[src/hdl/sem_pkg.sv]
// Constants, types and register map of the serial EEPROM-style programming host
package sem_pkg;

	// ----------------------------------------------------------------
	// Clock and serial timing
	// ----------------------------------------------------------------
	localparam int unsigned CLK_HZ      = 40_000_000;
	localparam int unsigned SCK_HZ      = 4_000_000;
	localparam int unsigned SCK_MAX_HZ  = 8_000_000;
	// Half serial clock period in pclk cycles, also used for select setup, hold and gap
	localparam logic [3:0]  HALF_CNT    = 4'(CLK_HZ / (2 * SCK_HZ));

	// ----------------------------------------------------------------
	// Link opcodes and limits
	// ----------------------------------------------------------------
	localparam logic [7:0]  READ_OPCODE = 8'h03;
	localparam logic [7:0]  WRITE_ENABLE_OPCODE = 8'h06;
	localparam logic [7:0]  WRITE_OPCODE = 8'h02;
	localparam logic [7:0]  DUMMY_BYTE  = 8'h00;
	localparam logic [7:0]  MAX_LEN     = 8'h80;
	localparam logic [7:0]  HDR_BYTES   = 8'h04;
	localparam logic [23:0] FLASH_LO    = 24'h008000;
	localparam logic [23:0] FLASH_HI    = 24'h027FFF;
	localparam logic [23:0] EE_LO       = 24'h004000;
	localparam logic [23:0] EE_HI       = 24'h0047FF;

	// ----------------------------------------------------------------
	// Register offsets, fields and reset values
	// ----------------------------------------------------------------
	localparam logic [7:0]  OFF_CTRL    = 8'h00;
	localparam logic [7:0]  OFF_ADDR    = 8'h04;
	localparam logic [7:0]  OFF_LEN     = 8'h08;
	localparam logic [7:0]  OFF_STAT    = 8'h0C;
	localparam logic [7:0]  OFF_DATA    = 8'h10;
	localparam logic [7:0]  OFF_IDX     = 8'h14;
	localparam int unsigned CTRL_START  = 0;
	localparam int unsigned CTRL_CMD    = 1;
	localparam int unsigned STAT_BUSY   = 0;
	localparam int unsigned STAT_DONE   = 1;
	localparam int unsigned STAT_ERR    = 2;
	localparam logic [23:0] ADDR_RST    = 24'h000000;
	localparam logic [7:0]  LEN_RST     = 8'h00;
	localparam logic [6:0]  IDX_RST     = 7'h00;

	// ----------------------------------------------------------------
	// Types
	// ----------------------------------------------------------------
	typedef enum logic [1:0]
	{
		CMD_READ  = 2'b00,
		CMD_WREN  = 2'b01,
		CMD_WRITE = 2'b10
	} sem_cmd_t;

	typedef enum logic [2:0]
	{
		ST_IDLE = 3'b000,
		ST_SEL  = 3'b001,
		ST_LOAD = 3'b010,
		ST_BYTE = 3'b011,
		ST_WAIT = 3'b100,
		ST_HOLD = 3'b101,
		ST_GAP  = 3'b110
	} sem_state_t;

	typedef struct packed
	{
		logic sck;
		logic mosi;
		logic cs_n;
	} sem_link_t;

endpackage

[src/hdl/sem_buf.sv]
// Byte buffer for write data and read results, registered read port
`timescale 1ns/1ps
module sem_buf
(
	// Clock and reset
	input  wire logic       pclk,
	input  wire logic       presetn,
	// Write port
	input  wire logic       we,
	input  wire logic [6:0] waddr,
	input  wire logic [7:0] wdata,
	// Read port
	input  wire logic [6:0] raddr,
	output logic      [7:0] rdata
);

	logic [7:0] mem_q [0:127];

	// Storage has no reset, contents are only meaningful once written
	always_ff @(posedge pclk)
	begin
		if (we)
			mem_q[waddr] <= wdata;
	end

	// Read data always comes out of a register, one cycle after the address
	always_ff @(posedge pclk or negedge presetn)
	begin
		if (!presetn)
			rdata <= 8'h00;
		else
			rdata <= mem_q[raddr];
	end

endmodule

[src/hdl/sem_shift.sv]
// Byte shifter that makes the serial clock and moves one byte each way
`timescale 1ns/1ps
module sem_shift
(
	// Clock and reset
	input  wire logic       pclk,
	input  wire logic       presetn,
	// Byte request
	input  wire logic       start,
	input  wire logic [7:0] tx_byte,
	output logic      [7:0] rx_byte,
	output logic            done,
	// Link side, data in already synchronised
	input  wire logic       miso_s,
	output logic            sck,
	output logic            mosi
);

	logic [3:0] cnt_q;
	logic [2:0] bit_q;
	logic [7:0] sh_q;
	logic       act_q;

	assign rx_byte = sh_q;

	// Idle-low clock, sample on rising edge, change on falling, MSB first [RULE14]
	always_ff @(posedge pclk or negedge presetn)
	begin
		if (!presetn)
		begin
			cnt_q <= 4'h0;
			bit_q <= 3'h0;
			sh_q  <= 8'h00;
			act_q <= 1'b0;
			sck   <= 1'b0;
			mosi  <= 1'b0;
			done  <= 1'b0;
		end
		else
		begin
			done <= 1'b0;
			if (start && !act_q)
			begin
				act_q <= 1'b1;
				sh_q  <= tx_byte;
				mosi  <= tx_byte[7];
				bit_q <= 3'h7;
				cnt_q <= sem_pkg::HALF_CNT - 4'h1;
			end
			else if (act_q)
			begin
				if (cnt_q != 4'h0)
					cnt_q <= cnt_q - 4'h1;
				else
				begin
					cnt_q <= sem_pkg::HALF_CNT - 4'h1;
					if (!sck)
					begin
						sck  <= 1'b1;
						sh_q <= {sh_q[6:0], miso_s}; // Sample on rising edge [RULE14]
					end
					else
					begin
						sck <= 1'b0;
						if (bit_q == 3'h0)
						begin
							act_q <= 1'b0;
							done  <= 1'b1;
						end
						else
						begin
							bit_q <= bit_q - 3'h1;
							mosi  <= sh_q[7]; // Next bit after falling edge [RULE14]
						end
					end
				end
			end
		end
	end

endmodule

[src/hdl/sem_host.sv]
// Host controller that reads and programs an EEPROM-style serial memory target
//
// Notes on behaviour
// [RULE1] A frame opening with 03h reads memory.
// [RULE2] A lone 06h in its own select period arms writing.
// [RULE3] A frame opening with 02h writes; target programs after select rises.
// [RULE4] Read and write opcodes are followed by three address bytes, MSB first.
// [RULE5] Start addresses lie in program flash or data EEPROM windows.
// [RULE6] Select stays low over opcode, address and all dummy bytes.
// [RULE7] Target answers 00h during header bytes, then memory data.
// [RULE8] One dummy 00h byte is sent per byte read; addresses increment.
// [RULE9] A write is preceded by its own write-enable frame.
// [RULE10] At most 128 data bytes per write frame.
// [RULE11] Target programs the data from the start address when select rises.
// [RULE12] Target answers 00h on every byte of enable and write frames.
// [RULE13] Status register commands are never issued.
// [RULE14] Idle-low clock, sample rising, change falling, MSB first, low select.
// [RULE15] Serial clock stays at or below half the target core clock.
// [RULE16] Serial clock runs at the recommended 4 MHz.
// [RULE17] Target ignores writes without enable and clears enable after programming.
//
// Chosen here: the register addresses and the APB interface to the registers.
`timescale 1ns/1ps
module sem_host
(
	// APB clock and reset
	input  wire logic        pclk,
	input  wire logic        presetn,
	// APB slave
	input  wire logic        psel,
	input  wire logic        penable,
	input  wire logic        pwrite,
	input  wire logic [31:0] paddr,
	input  wire logic [31:0] pwdata,
	output logic      [31:0] prdata,
	output logic             pready,
	output logic             pslverr,
	// Serial link
	output logic             sck,
	output logic             mosi,
	output logic             chip_select_n,
	input  wire logic        miso
);

	// ----------------------------------------------------------------
	// Functions
	// ----------------------------------------------------------------

	// Offset is one of the host's registers
	function automatic logic off_mapped(input logic [31:0] a);
		off_mapped = (a[31:8] == 24'h000000) &&
			(a[7:0] == sem_pkg::OFF_CTRL || a[7:0] == sem_pkg::OFF_ADDR ||
			 a[7:0] == sem_pkg::OFF_LEN  || a[7:0] == sem_pkg::OFF_STAT ||
			 a[7:0] == sem_pkg::OFF_DATA || a[7:0] == sem_pkg::OFF_IDX);
	endfunction

	// Start address inside program flash or data EEPROM
	function automatic logic addr_ok(input logic [23:0] a);
		addr_ok = (a >= sem_pkg::FLASH_LO && a <= sem_pkg::FLASH_HI) ||
			(a >= sem_pkg::EE_LO && a <= sem_pkg::EE_HI); // [RULE5]
	endfunction

	// ----------------------------------------------------------------
	// Declarations
	// ----------------------------------------------------------------
	sem_pkg::sem_state_t state_q;
	sem_pkg::sem_cmd_t   cmd_q;
	sem_pkg::sem_link_t  link;
	logic [23:0]         addr_q;
	logic [7:0]          len_q;
	logic [6:0]          idx_q;
	logic                done_q;
	logic                err_q;
	logic [7:0]          byte_q;
	logic                frame_wren_q;
	logic [3:0]          wait_q;
	logic                miso_m_q;
	logic                miso_s_q;
	logic                pready_q;
	logic                pslverr_q;
	logic [31:0]         prdata_q;
	logic                busy;
	logic                acc;
	logic                commit;
	logic                wr_en;
	logic                rd_en;
	logic [7:0]          off;
	logic                start_req;
	logic                start_ok;
	sem_pkg::sem_cmd_t   new_cmd;
	logic [7:0]          last_byte;
	logic [6:0]          data_idx;
	logic [7:0]          tx_byte;
	logic [7:0]          rx_byte;
	logic                sh_start;
	logic                sh_done;
	logic                buf_we;
	logic [6:0]          buf_waddr;
	logic [7:0]          buf_wdata;
	logic [6:0]          buf_raddr;
	logic [7:0]          buf_rdata;
	logic                set_done;

	// ----------------------------------------------------------------
	// APB slave
	// ----------------------------------------------------------------

	// Every access takes one wait state so prdata and pslverr come from flops
	assign acc     = psel && penable;
	assign commit  = acc && pready_q;
	assign off     = paddr[7:0];
	assign wr_en   = commit && pwrite && !pslverr_q;
	assign rd_en   = commit && !pwrite && !pslverr_q;
	assign pready  = pready_q;
	assign pslverr = pready_q && pslverr_q;
	assign prdata  = prdata_q;
	assign busy    = (state_q != sem_pkg::ST_IDLE);

	always_ff @(posedge pclk or negedge presetn)
	begin
		if (!presetn)
			pready_q <= 1'b0;
		else
			pready_q <= acc && !pready_q;
	end

	// Refuse unmapped offsets, and anything but status while a frame runs
	always_ff @(posedge pclk or negedge presetn)
	begin
		if (!presetn)
			pslverr_q <= 1'b0;
		else if (acc && !pready_q)
			pslverr_q <= !off_mapped(paddr) || (busy && off != sem_pkg::OFF_STAT);
	end

	// Read data captured in the first access cycle
	always_ff @(posedge pclk or negedge presetn)
	begin
		if (!presetn)
			prdata_q <= 32'h00000000;
		else if (acc && !pready_q && !pwrite)
		begin
			unique case (off)
				sem_pkg::OFF_CTRL: prdata_q <= {29'h00000000, cmd_q, 1'b0};
				sem_pkg::OFF_ADDR: prdata_q <= {8'h00, addr_q};
				sem_pkg::OFF_LEN:  prdata_q <= {24'h000000, len_q};
				sem_pkg::OFF_STAT: prdata_q <= {29'h00000000, err_q, done_q, busy};
				sem_pkg::OFF_DATA: prdata_q <= {24'h000000, buf_rdata};
				sem_pkg::OFF_IDX:  prdata_q <= {25'h0000000, idx_q};
				default:           prdata_q <= 32'h00000000;
			endcase
		end
	end

	// ----------------------------------------------------------------
	// Configuration registers
	// ----------------------------------------------------------------
	assign start_req = wr_en && off == sem_pkg::OFF_CTRL && pwdata[sem_pkg::CTRL_START];
	assign new_cmd   = sem_pkg::sem_cmd_t'(pwdata[sem_pkg::CTRL_CMD +: 2]);

	// Only read, enable and write are accepted; status commands do not exist [RULE13]
	always_comb
	begin
		unique case (new_cmd)
			sem_pkg::CMD_WREN:  start_ok = 1'b1;
			sem_pkg::CMD_READ,
			sem_pkg::CMD_WRITE: start_ok = len_q != 8'h00 && len_q <= sem_pkg::MAX_LEN // [RULE10]
				&& addr_ok(addr_q); // [RULE5]
			default:            start_ok = 1'b0;
		endcase
	end

	always_ff @(posedge pclk or negedge presetn)
	begin
		if (!presetn)
		begin
			addr_q <= sem_pkg::ADDR_RST;
			len_q  <= sem_pkg::LEN_RST;
		end
		else if (wr_en && off == sem_pkg::OFF_ADDR)
			addr_q <= pwdata[23:0];
		else if (wr_en && off == sem_pkg::OFF_LEN)
			len_q <= pwdata[7:0];
	end

	// Buffer index, moves on after every accepted data access
	always_ff @(posedge pclk or negedge presetn)
	begin
		if (!presetn)
			idx_q <= sem_pkg::IDX_RST;
		else if (wr_en && off == sem_pkg::OFF_IDX)
			idx_q <= pwdata[6:0];
		else if ((wr_en || rd_en) && off == sem_pkg::OFF_DATA)
			idx_q <= idx_q + 7'h01;
	end

	// Sticky flags, cleared by writing one; a same-cycle set wins
	always_ff @(posedge pclk or negedge presetn)
	begin
		if (!presetn)
		begin
			done_q <= 1'b0;
			err_q  <= 1'b0;
		end
		else
		begin
			if (set_done)
				done_q <= 1'b1;
			else if (wr_en && off == sem_pkg::OFF_STAT && pwdata[sem_pkg::STAT_DONE])
				done_q <= 1'b0;
			if (start_req && !start_ok)
				err_q <= 1'b1;
			else if (wr_en && off == sem_pkg::OFF_STAT && pwdata[sem_pkg::STAT_ERR])
				err_q <= 1'b0;
		end
	end

	// ----------------------------------------------------------------
	// Frame sequencer
	// ----------------------------------------------------------------

	// Enable frame is opcode only, others carry header plus data [RULE4]
	assign last_byte = frame_wren_q ? 8'h00 : sem_pkg::HDR_BYTES - 8'h01 + len_q;
	assign data_idx  = 7'(byte_q - sem_pkg::HDR_BYTES);
	assign sh_start  = (state_q == sem_pkg::ST_BYTE);
	assign set_done  = (state_q == sem_pkg::ST_GAP) && wait_q == 4'h0 && !(cmd_q == sem_pkg::CMD_WRITE
		&& frame_wren_q);

	// Byte to send for the current position
	always_comb
	begin
		tx_byte = sem_pkg::DUMMY_BYTE; // One dummy byte per byte read [RULE8]
		if (byte_q == 8'h00)
		begin
			if (frame_wren_q)
				tx_byte = sem_pkg::WRITE_ENABLE_OPCODE; // [RULE2]
			else if (cmd_q == sem_pkg::CMD_READ)
				tx_byte = sem_pkg::READ_OPCODE; // [RULE1]
			else
				tx_byte = sem_pkg::WRITE_OPCODE; // [RULE3]
		end
		else if (byte_q == 8'h01)
			tx_byte = addr_q[23:16]; // [RULE4]
		else if (byte_q == 8'h02)
			tx_byte = addr_q[15:8];
		else if (byte_q == 8'h03)
			tx_byte = addr_q[7:0];
		else if (cmd_q == sem_pkg::CMD_WRITE)
			tx_byte = buf_rdata;
	end

	// Main state, select and counters
	always_ff @(posedge pclk or negedge presetn)
	begin
		if (!presetn)
		begin
			state_q       <= sem_pkg::ST_IDLE;
			cmd_q         <= sem_pkg::CMD_READ;
			frame_wren_q  <= 1'b0;
			byte_q        <= 8'h00;
			wait_q        <= 4'h0;
			chip_select_n <= 1'b1;
		end
		else
		begin
			unique case (state_q)
				sem_pkg::ST_IDLE:
				begin
					if (start_req && start_ok)
					begin
						cmd_q         <= new_cmd;
						// Write is sent only after a separate enable frame [RULE9]
						frame_wren_q  <= (new_cmd != sem_pkg::CMD_READ);
						byte_q        <= 8'h00;
						wait_q        <= sem_pkg::HALF_CNT;
						chip_select_n <= 1'b0; // Active-low select [RULE14]
						state_q       <= sem_pkg::ST_SEL;
					end
				end
				sem_pkg::ST_SEL:
				begin
					if (wait_q != 4'h0)
						wait_q <= wait_q - 4'h1;
					else
						state_q <= sem_pkg::ST_LOAD;
				end
				sem_pkg::ST_LOAD:
					state_q <= sem_pkg::ST_BYTE; // Buffer read settles here
				sem_pkg::ST_BYTE:
					state_q <= sem_pkg::ST_WAIT;
				sem_pkg::ST_WAIT:
				begin
					if (sh_done)
					begin
						if (byte_q == last_byte)
						begin
							wait_q  <= sem_pkg::HALF_CNT;
							state_q <= sem_pkg::ST_HOLD;
						end
						else
						begin
							byte_q  <= byte_q + 8'h01; // Select stays low between bytes [RULE6]
							state_q <= sem_pkg::ST_LOAD;
						end
					end
				end
				sem_pkg::ST_HOLD:
				begin
					if (wait_q != 4'h0)
						wait_q <= wait_q - 4'h1;
					else
					begin
						chip_select_n <= 1'b1; // Rising select starts programming [RULE11]
						wait_q        <= sem_pkg::HALF_CNT;
						state_q       <= sem_pkg::ST_GAP;
					end
				end
				sem_pkg::ST_GAP:
				begin
					if (wait_q != 4'h0)
						wait_q <= wait_q - 4'h1;
					else if (cmd_q == sem_pkg::CMD_WRITE && frame_wren_q)
					begin
						// Enable frame closed, open the write frame [RULE9]
						frame_wren_q  <= 1'b0;
						byte_q        <= 8'h00;
						wait_q        <= sem_pkg::HALF_CNT;
						chip_select_n <= 1'b0;
						state_q       <= sem_pkg::ST_SEL;
					end
					else
						state_q <= sem_pkg::ST_IDLE;
				end
				default:
					state_q <= sem_pkg::ST_IDLE;
			endcase
		end
	end

	// ----------------------------------------------------------------
	// Buffer and byte shifter
	// ----------------------------------------------------------------

	// Header answers are 00h and carry nothing, only data bytes are kept [RULE7]
	assign buf_we    = busy ? (state_q == sem_pkg::ST_WAIT && sh_done && cmd_q == sem_pkg::CMD_READ
		&& byte_q >= sem_pkg::HDR_BYTES) : (wr_en && off == sem_pkg::OFF_DATA); // [RULE8]
	assign buf_waddr = busy ? data_idx : idx_q;
	assign buf_wdata = busy ? rx_byte : pwdata[7:0];
	assign buf_raddr = busy ? data_idx : idx_q;

	sem_buf u_buf
	(
		.pclk    (pclk),
		.presetn (presetn),
		.we      (buf_we),
		.waddr   (buf_waddr),
		.wdata   (buf_wdata),
		.raddr   (buf_raddr),
		.rdata   (buf_rdata)
	);

	// Data in comes from a pin, two flops before any logic sees it
	always_ff @(posedge pclk or negedge presetn)
	begin
		if (!presetn)
		begin
			miso_m_q <= 1'b0;
			miso_s_q <= 1'b0;
		end
		else
		begin
			miso_m_q <= miso;
			miso_s_q <= miso_m_q;
		end
	end

	// Serial clock at 4 MHz, well under the 8 MHz limit [RULE15] [RULE16]
	sem_shift u_shift
	(
		.pclk    (pclk),
		.presetn (presetn),
		.start   (sh_start),
		.tx_byte (tx_byte),
		.rx_byte (rx_byte),
		.done    (sh_done),
		.miso_s  (miso_s_q),
		.sck     (link.sck),
		.mosi    (link.mosi)
	);

	assign link.cs_n = chip_select_n;
	assign sck       = link.sck;
	assign mosi      = link.mosi;

endmodule

[config.mk]
export PLATFORM = sky130hd
export DESIGN_NAME = sem_host
export DESIGN_NICKNAME = d
export VERILOG_FILES = /design/src/hdl/sem_pkg.sv /design/src/hdl/sem_buf.sv /design/src/hdl/sem_shift.sv /design/src/hdl/sem_host.sv
export SDC_FILE = /design/constraint.sdc
export NUM_CORES = 1
export LEC_CHECK = 0
export ABC_CLOCK_PERIOD_IN_PS = 8100
export BUFFER_PORTS_ARGS = -buffer_cell sky130_fd_sc_hd__buf_2
export CAP_MARGIN = 20
export CORE_MARGIN = 1
export CORE_UTILIZATION = 33
export CTS_CLUSTER_DIAMETER = 100
export DETAILED_ROUTE_END_ITERATION = 10
export GPL_ROUTABILITY_DRIVEN = 0
export PLACE_DENSITY = 0.56
export RECOVER_POWER = 50
export REMOVE_ABC_BUFFERS = 1
export SYNTH_ARGS = -nofsm -noshare
export SYNTH_HDL_FRONTEND = slang
export SYNTH_SLANG_ARGS = --single-unit
[constraint.sdc]
create_clock -name pclk -period 8.1 [get_ports pclk]
set_clock_uncertainty 0.1 [all_clocks]
set_input_delay 0.81 -clock pclk [delete_from_list [all_inputs] [get_ports pclk]]
set_output_delay 0.81 -clock pclk [all_outputs]
set_load 0.05 [all_outputs]
==> impl_metrics.env <==
export IMPL_reg2reg_from="state_q[1]"
export IMPL_design_power_total_mw=11.83
export IMPL_drive_gt1_frac=0.1170
export IMPL_cts_resized=0
export IMPL_layout_nets=2920
export IMPL_regArea_mm2=0.03363
export IMPL_die_height_um=368.0
export IMPL_rrSetupSlack_ps=1990
export IMPL_yosysUniqueCellTypes=70
export IMPL_period_share=0.7544
export IMPL_yosys_warnings=0
export IMPL_synth_edff_count=1024
export IMPL_seq_area_frac_synth=0.7608
export IMPL_grt_max_degree=129
export IMPL_yosys_top_cells_count="edfxtp_1, a22oi_1, nor2_1, a22o_1"
export IMPL_synthTopCellsByArea="edfxtp_1, dfrtp_1, a22oi_1, a22o_1, a221oi_1"
export IMPL_p_leak_nw=14.78
export IMPL_synthFlopType="edfxtp_1"
export IMPL_route_detailed_drc=0
export IMPL_r2r_cells=9
export IMPL_worst_pin_slew_ps=3770
export IMPL_ys_ff_latch=1139
export IMPL_synth_area_mm2=0.04420
export IMPL_required_ps=8380
export IMPL_postSynth_asyncResetShare=0.1010
export IMPL_hpwlAfterDp_um=75250
export IMPL_final_setup_worst_slack_ps=1990
export IMPL_vdd_ir_drop_max_uv=175.9
export IMPL_grt_setup_unrepaired="no"
export IMPL_hold_violations=0
export IMPL_grt_usage=0.1836
export IMPL_die_width_um=368.0
export IMPL_finalCriticalPeriod_ps=6110
export IMPL_cts_sink_count=1139
export IMPL_die_area_mm2=0.1354
export IMPL_io_buffer_count=90
export IMPL_hold_depth=1
export IMPL_grt_pass1_wl_um=183700
export IMPL_synth_most_common_cell="edfxtp_1"
export IMPL_setup_viol=0
export IMPL_overflow=0
export IMPL_syn_area_per_cell_um2=15.97
export IMPL_failed_checks="max-capacitance violations, max-slew violations"
export IMPL_r2r_end="u_buf.rdata[7]"
export IMPL_crit_arrival_ps=6390
export IMPL_ant_nets=0
export IMPL_cp_max_fo=41
export IMPL_cts_root_buffer_cell="clkbuf_16"
export IMPL_powerDensity_mw_per_mm2=235.3
export IMPL_vias=26644
export IMPL_drv_slew=659
export IMPL_row_count=133
export IMPL_fillers=12317
export IMPL_pin_count=107
export IMPL_cp_startpoint="state_q[1]"
export IMPL_cts_path_max_buffers=3
export IMPL_synth_top_area_share=0.6957
export IMPL_hp_start="miso"
export IMPL_worstSkewPairLatency_ps=740
export IMPL_postRouteWirelength_um=127000
export IMPL_start_util=0.3345
export IMPL_grt_pass1_vias=25575
export IMPL_cts_tree="yes"
export IMPL_cp_end_kind="register"
export IMPL_start_kind="register"
export IMPL_status="complete, but fails checks"
export IMPL_core_mm2=0.1321
export IMPL_syn_to_final_growth_pct=13.80
export IMPL_firstDrtPassIters=6
export IMPL_synthCells=2768
export IMPL_routedWlPerCell_um=27.09
export IMPL_multi_input_area_mm2=0.009773
export IMPL_critical_path_class="reg2reg"
export IMPL_synth_area_leader_cell="edfxtp_1"
export IMPL_min_to="miso_m_q"
export IMPL_drtIter0Drc=3054
export IMPL_antenna_found_initial=3
export IMPL_ctsHoldBuffers=0
export IMPL_htreeDepth=3
export IMPL_hold_class="in2reg"
export IMPL_max_freq_ghz=0.1637
export IMPL_path_clk_slew_ps=60
export IMPL_postCtsSetupBuffers=0
export IMPL_diodes=0
export IMPL_place_ws_ps=2841
export IMPL_numCtsBuffers=111
export IMPL_avgViaCountPerCell=5.685
export IMPL_relSlewSlack=-1.513
export IMPL_cap_violations=10
-- per-stage QoR --
step	util	setup TNS [ps]	std cells	instance area (um^2)	hold WS [ps]
3_5_place_dp	0.3532	0	4478	46670	259.7
2_1_floorplan	-	-544580	2586	43370	231.2
3_3_place_gp	0.3532	0	4478	46670	234.2
4_1_cts	0.3818	0	4686	50440	10.10
6_report	0.3807	0	4687	50300	126.1
5_1_grt	0.3807	0	4687	50300	95.73
-- where the power goes --
part | total [mW] | switching (mW) | internal, mW
Combinational | 0.120 | 0.0986 | 0.0212
Clock | 5.35 | 2.26 | 3.09
Sequential | 6.36 | 0.00540 | 6.35
Total | 11.8 | 2.37 | 9.47
-- critical path: stages (launching register included) --
cell and delay, ps:
dfrtp_1 620, nor3_4 200, clkbuf_1 1560, mux2i_4 580, buf_4 460, a22o_1 230
a221oi_1 470, a31oi_1 240, o41ai_1 770, nand4_1 520
-- layout make-up --
| type | count | area share |
|---|---|---|
| flip-flops and latches | 1139 | 0.6686 |
| well taps | 1755 | 0.04366 |
| multi-input cells | 1421 | 0.1943 |
| clock inverters | 74 | 0.01667 |
| clock buffers | 134 | 0.05823 |
| repair buffers | 138 | 0.01664 |
| inverters | 26 | 0.001940 |
-- kinds of logic (layout without fill, tap and decap cells) --
group | after synthesis | in the layout | share of synthesized area
other | 1 | 8 | 0.00008484
multiplexers | 59 | 59 | 0.01475
AO/OA/AOI/OAI | 840 | 840 | 0.1439
buffers and inverters | 215 | 372 | 0.02163
XOR/XNOR | 23 | 23 | 0.004897
flip-flops | 1139 | 1139 | 0.7608
AND/OR/NAND/NOR | 478 | 478 | 0.05022
adder cells (fa/ha/maj) | 13 | 13 | 0.003680
-- placed cells by master (no fill, tap or decap), types with 24 or more instances in the layout --
cell and n:
nand3_1 47, edfxtp_1 1024, inv_1 24, nor4_1 29, buf_4 34, o21ai_0 43
a22o_1 128, clkbuf_16 112, a22oi_1 296, nor3_1 26, nand2_1 104, clkinv_1 25
mux2_2 35, nor2_1 184, clkbuf_1 54, a221oi_1 107, buf_2 59, a31oi_1 114
dfrtp_1 114, a21oi_1 38
-- state kept, by name, indices dropped and copies added (netlist names), 2 cells and up --
register,count
u_buf.mem_q,1024
addr_q,24
u_shift.rx_byte,8
idx_q,7
wait_q,4
u_buf.rdata,8
len_q,8
u_shift.bit_q,3
byte_q,8
state_q,3
u_shift.cnt_q,4
cmd_q,2
prdata,24
-- layer usage --
| layer | up-vias | wire [um] | global-route usage |
|---|---|---|---|
| met5 | - | 13 | 0 |
| met4 | 2 | 2680 | 0.04572 |
| met3 | 159 | 9512 | 0.02912 |
| met2 | 1173 | 58450 | 0.2845 |
| met1 | 13823 | 56330 | 0.2683 |
| li1 | 11487 | - | - |
-- worst max-delay path by stage --
stage	slack [ps]	to
2_1_floorplan	-1230	u_buf.mem_q[107][0]
3_3_place_gp	2910	u_buf.mem_q[22][2]
3_5_place_dp	2840	u_buf.mem_q[126][4]
4_1_cts	3230	u_buf.rdata[0]
5_1_grt	1620	u_buf.mem_q[108][1]
6_report	1990	u_buf.rdata[7]
(Power assumes the default switching activity.)
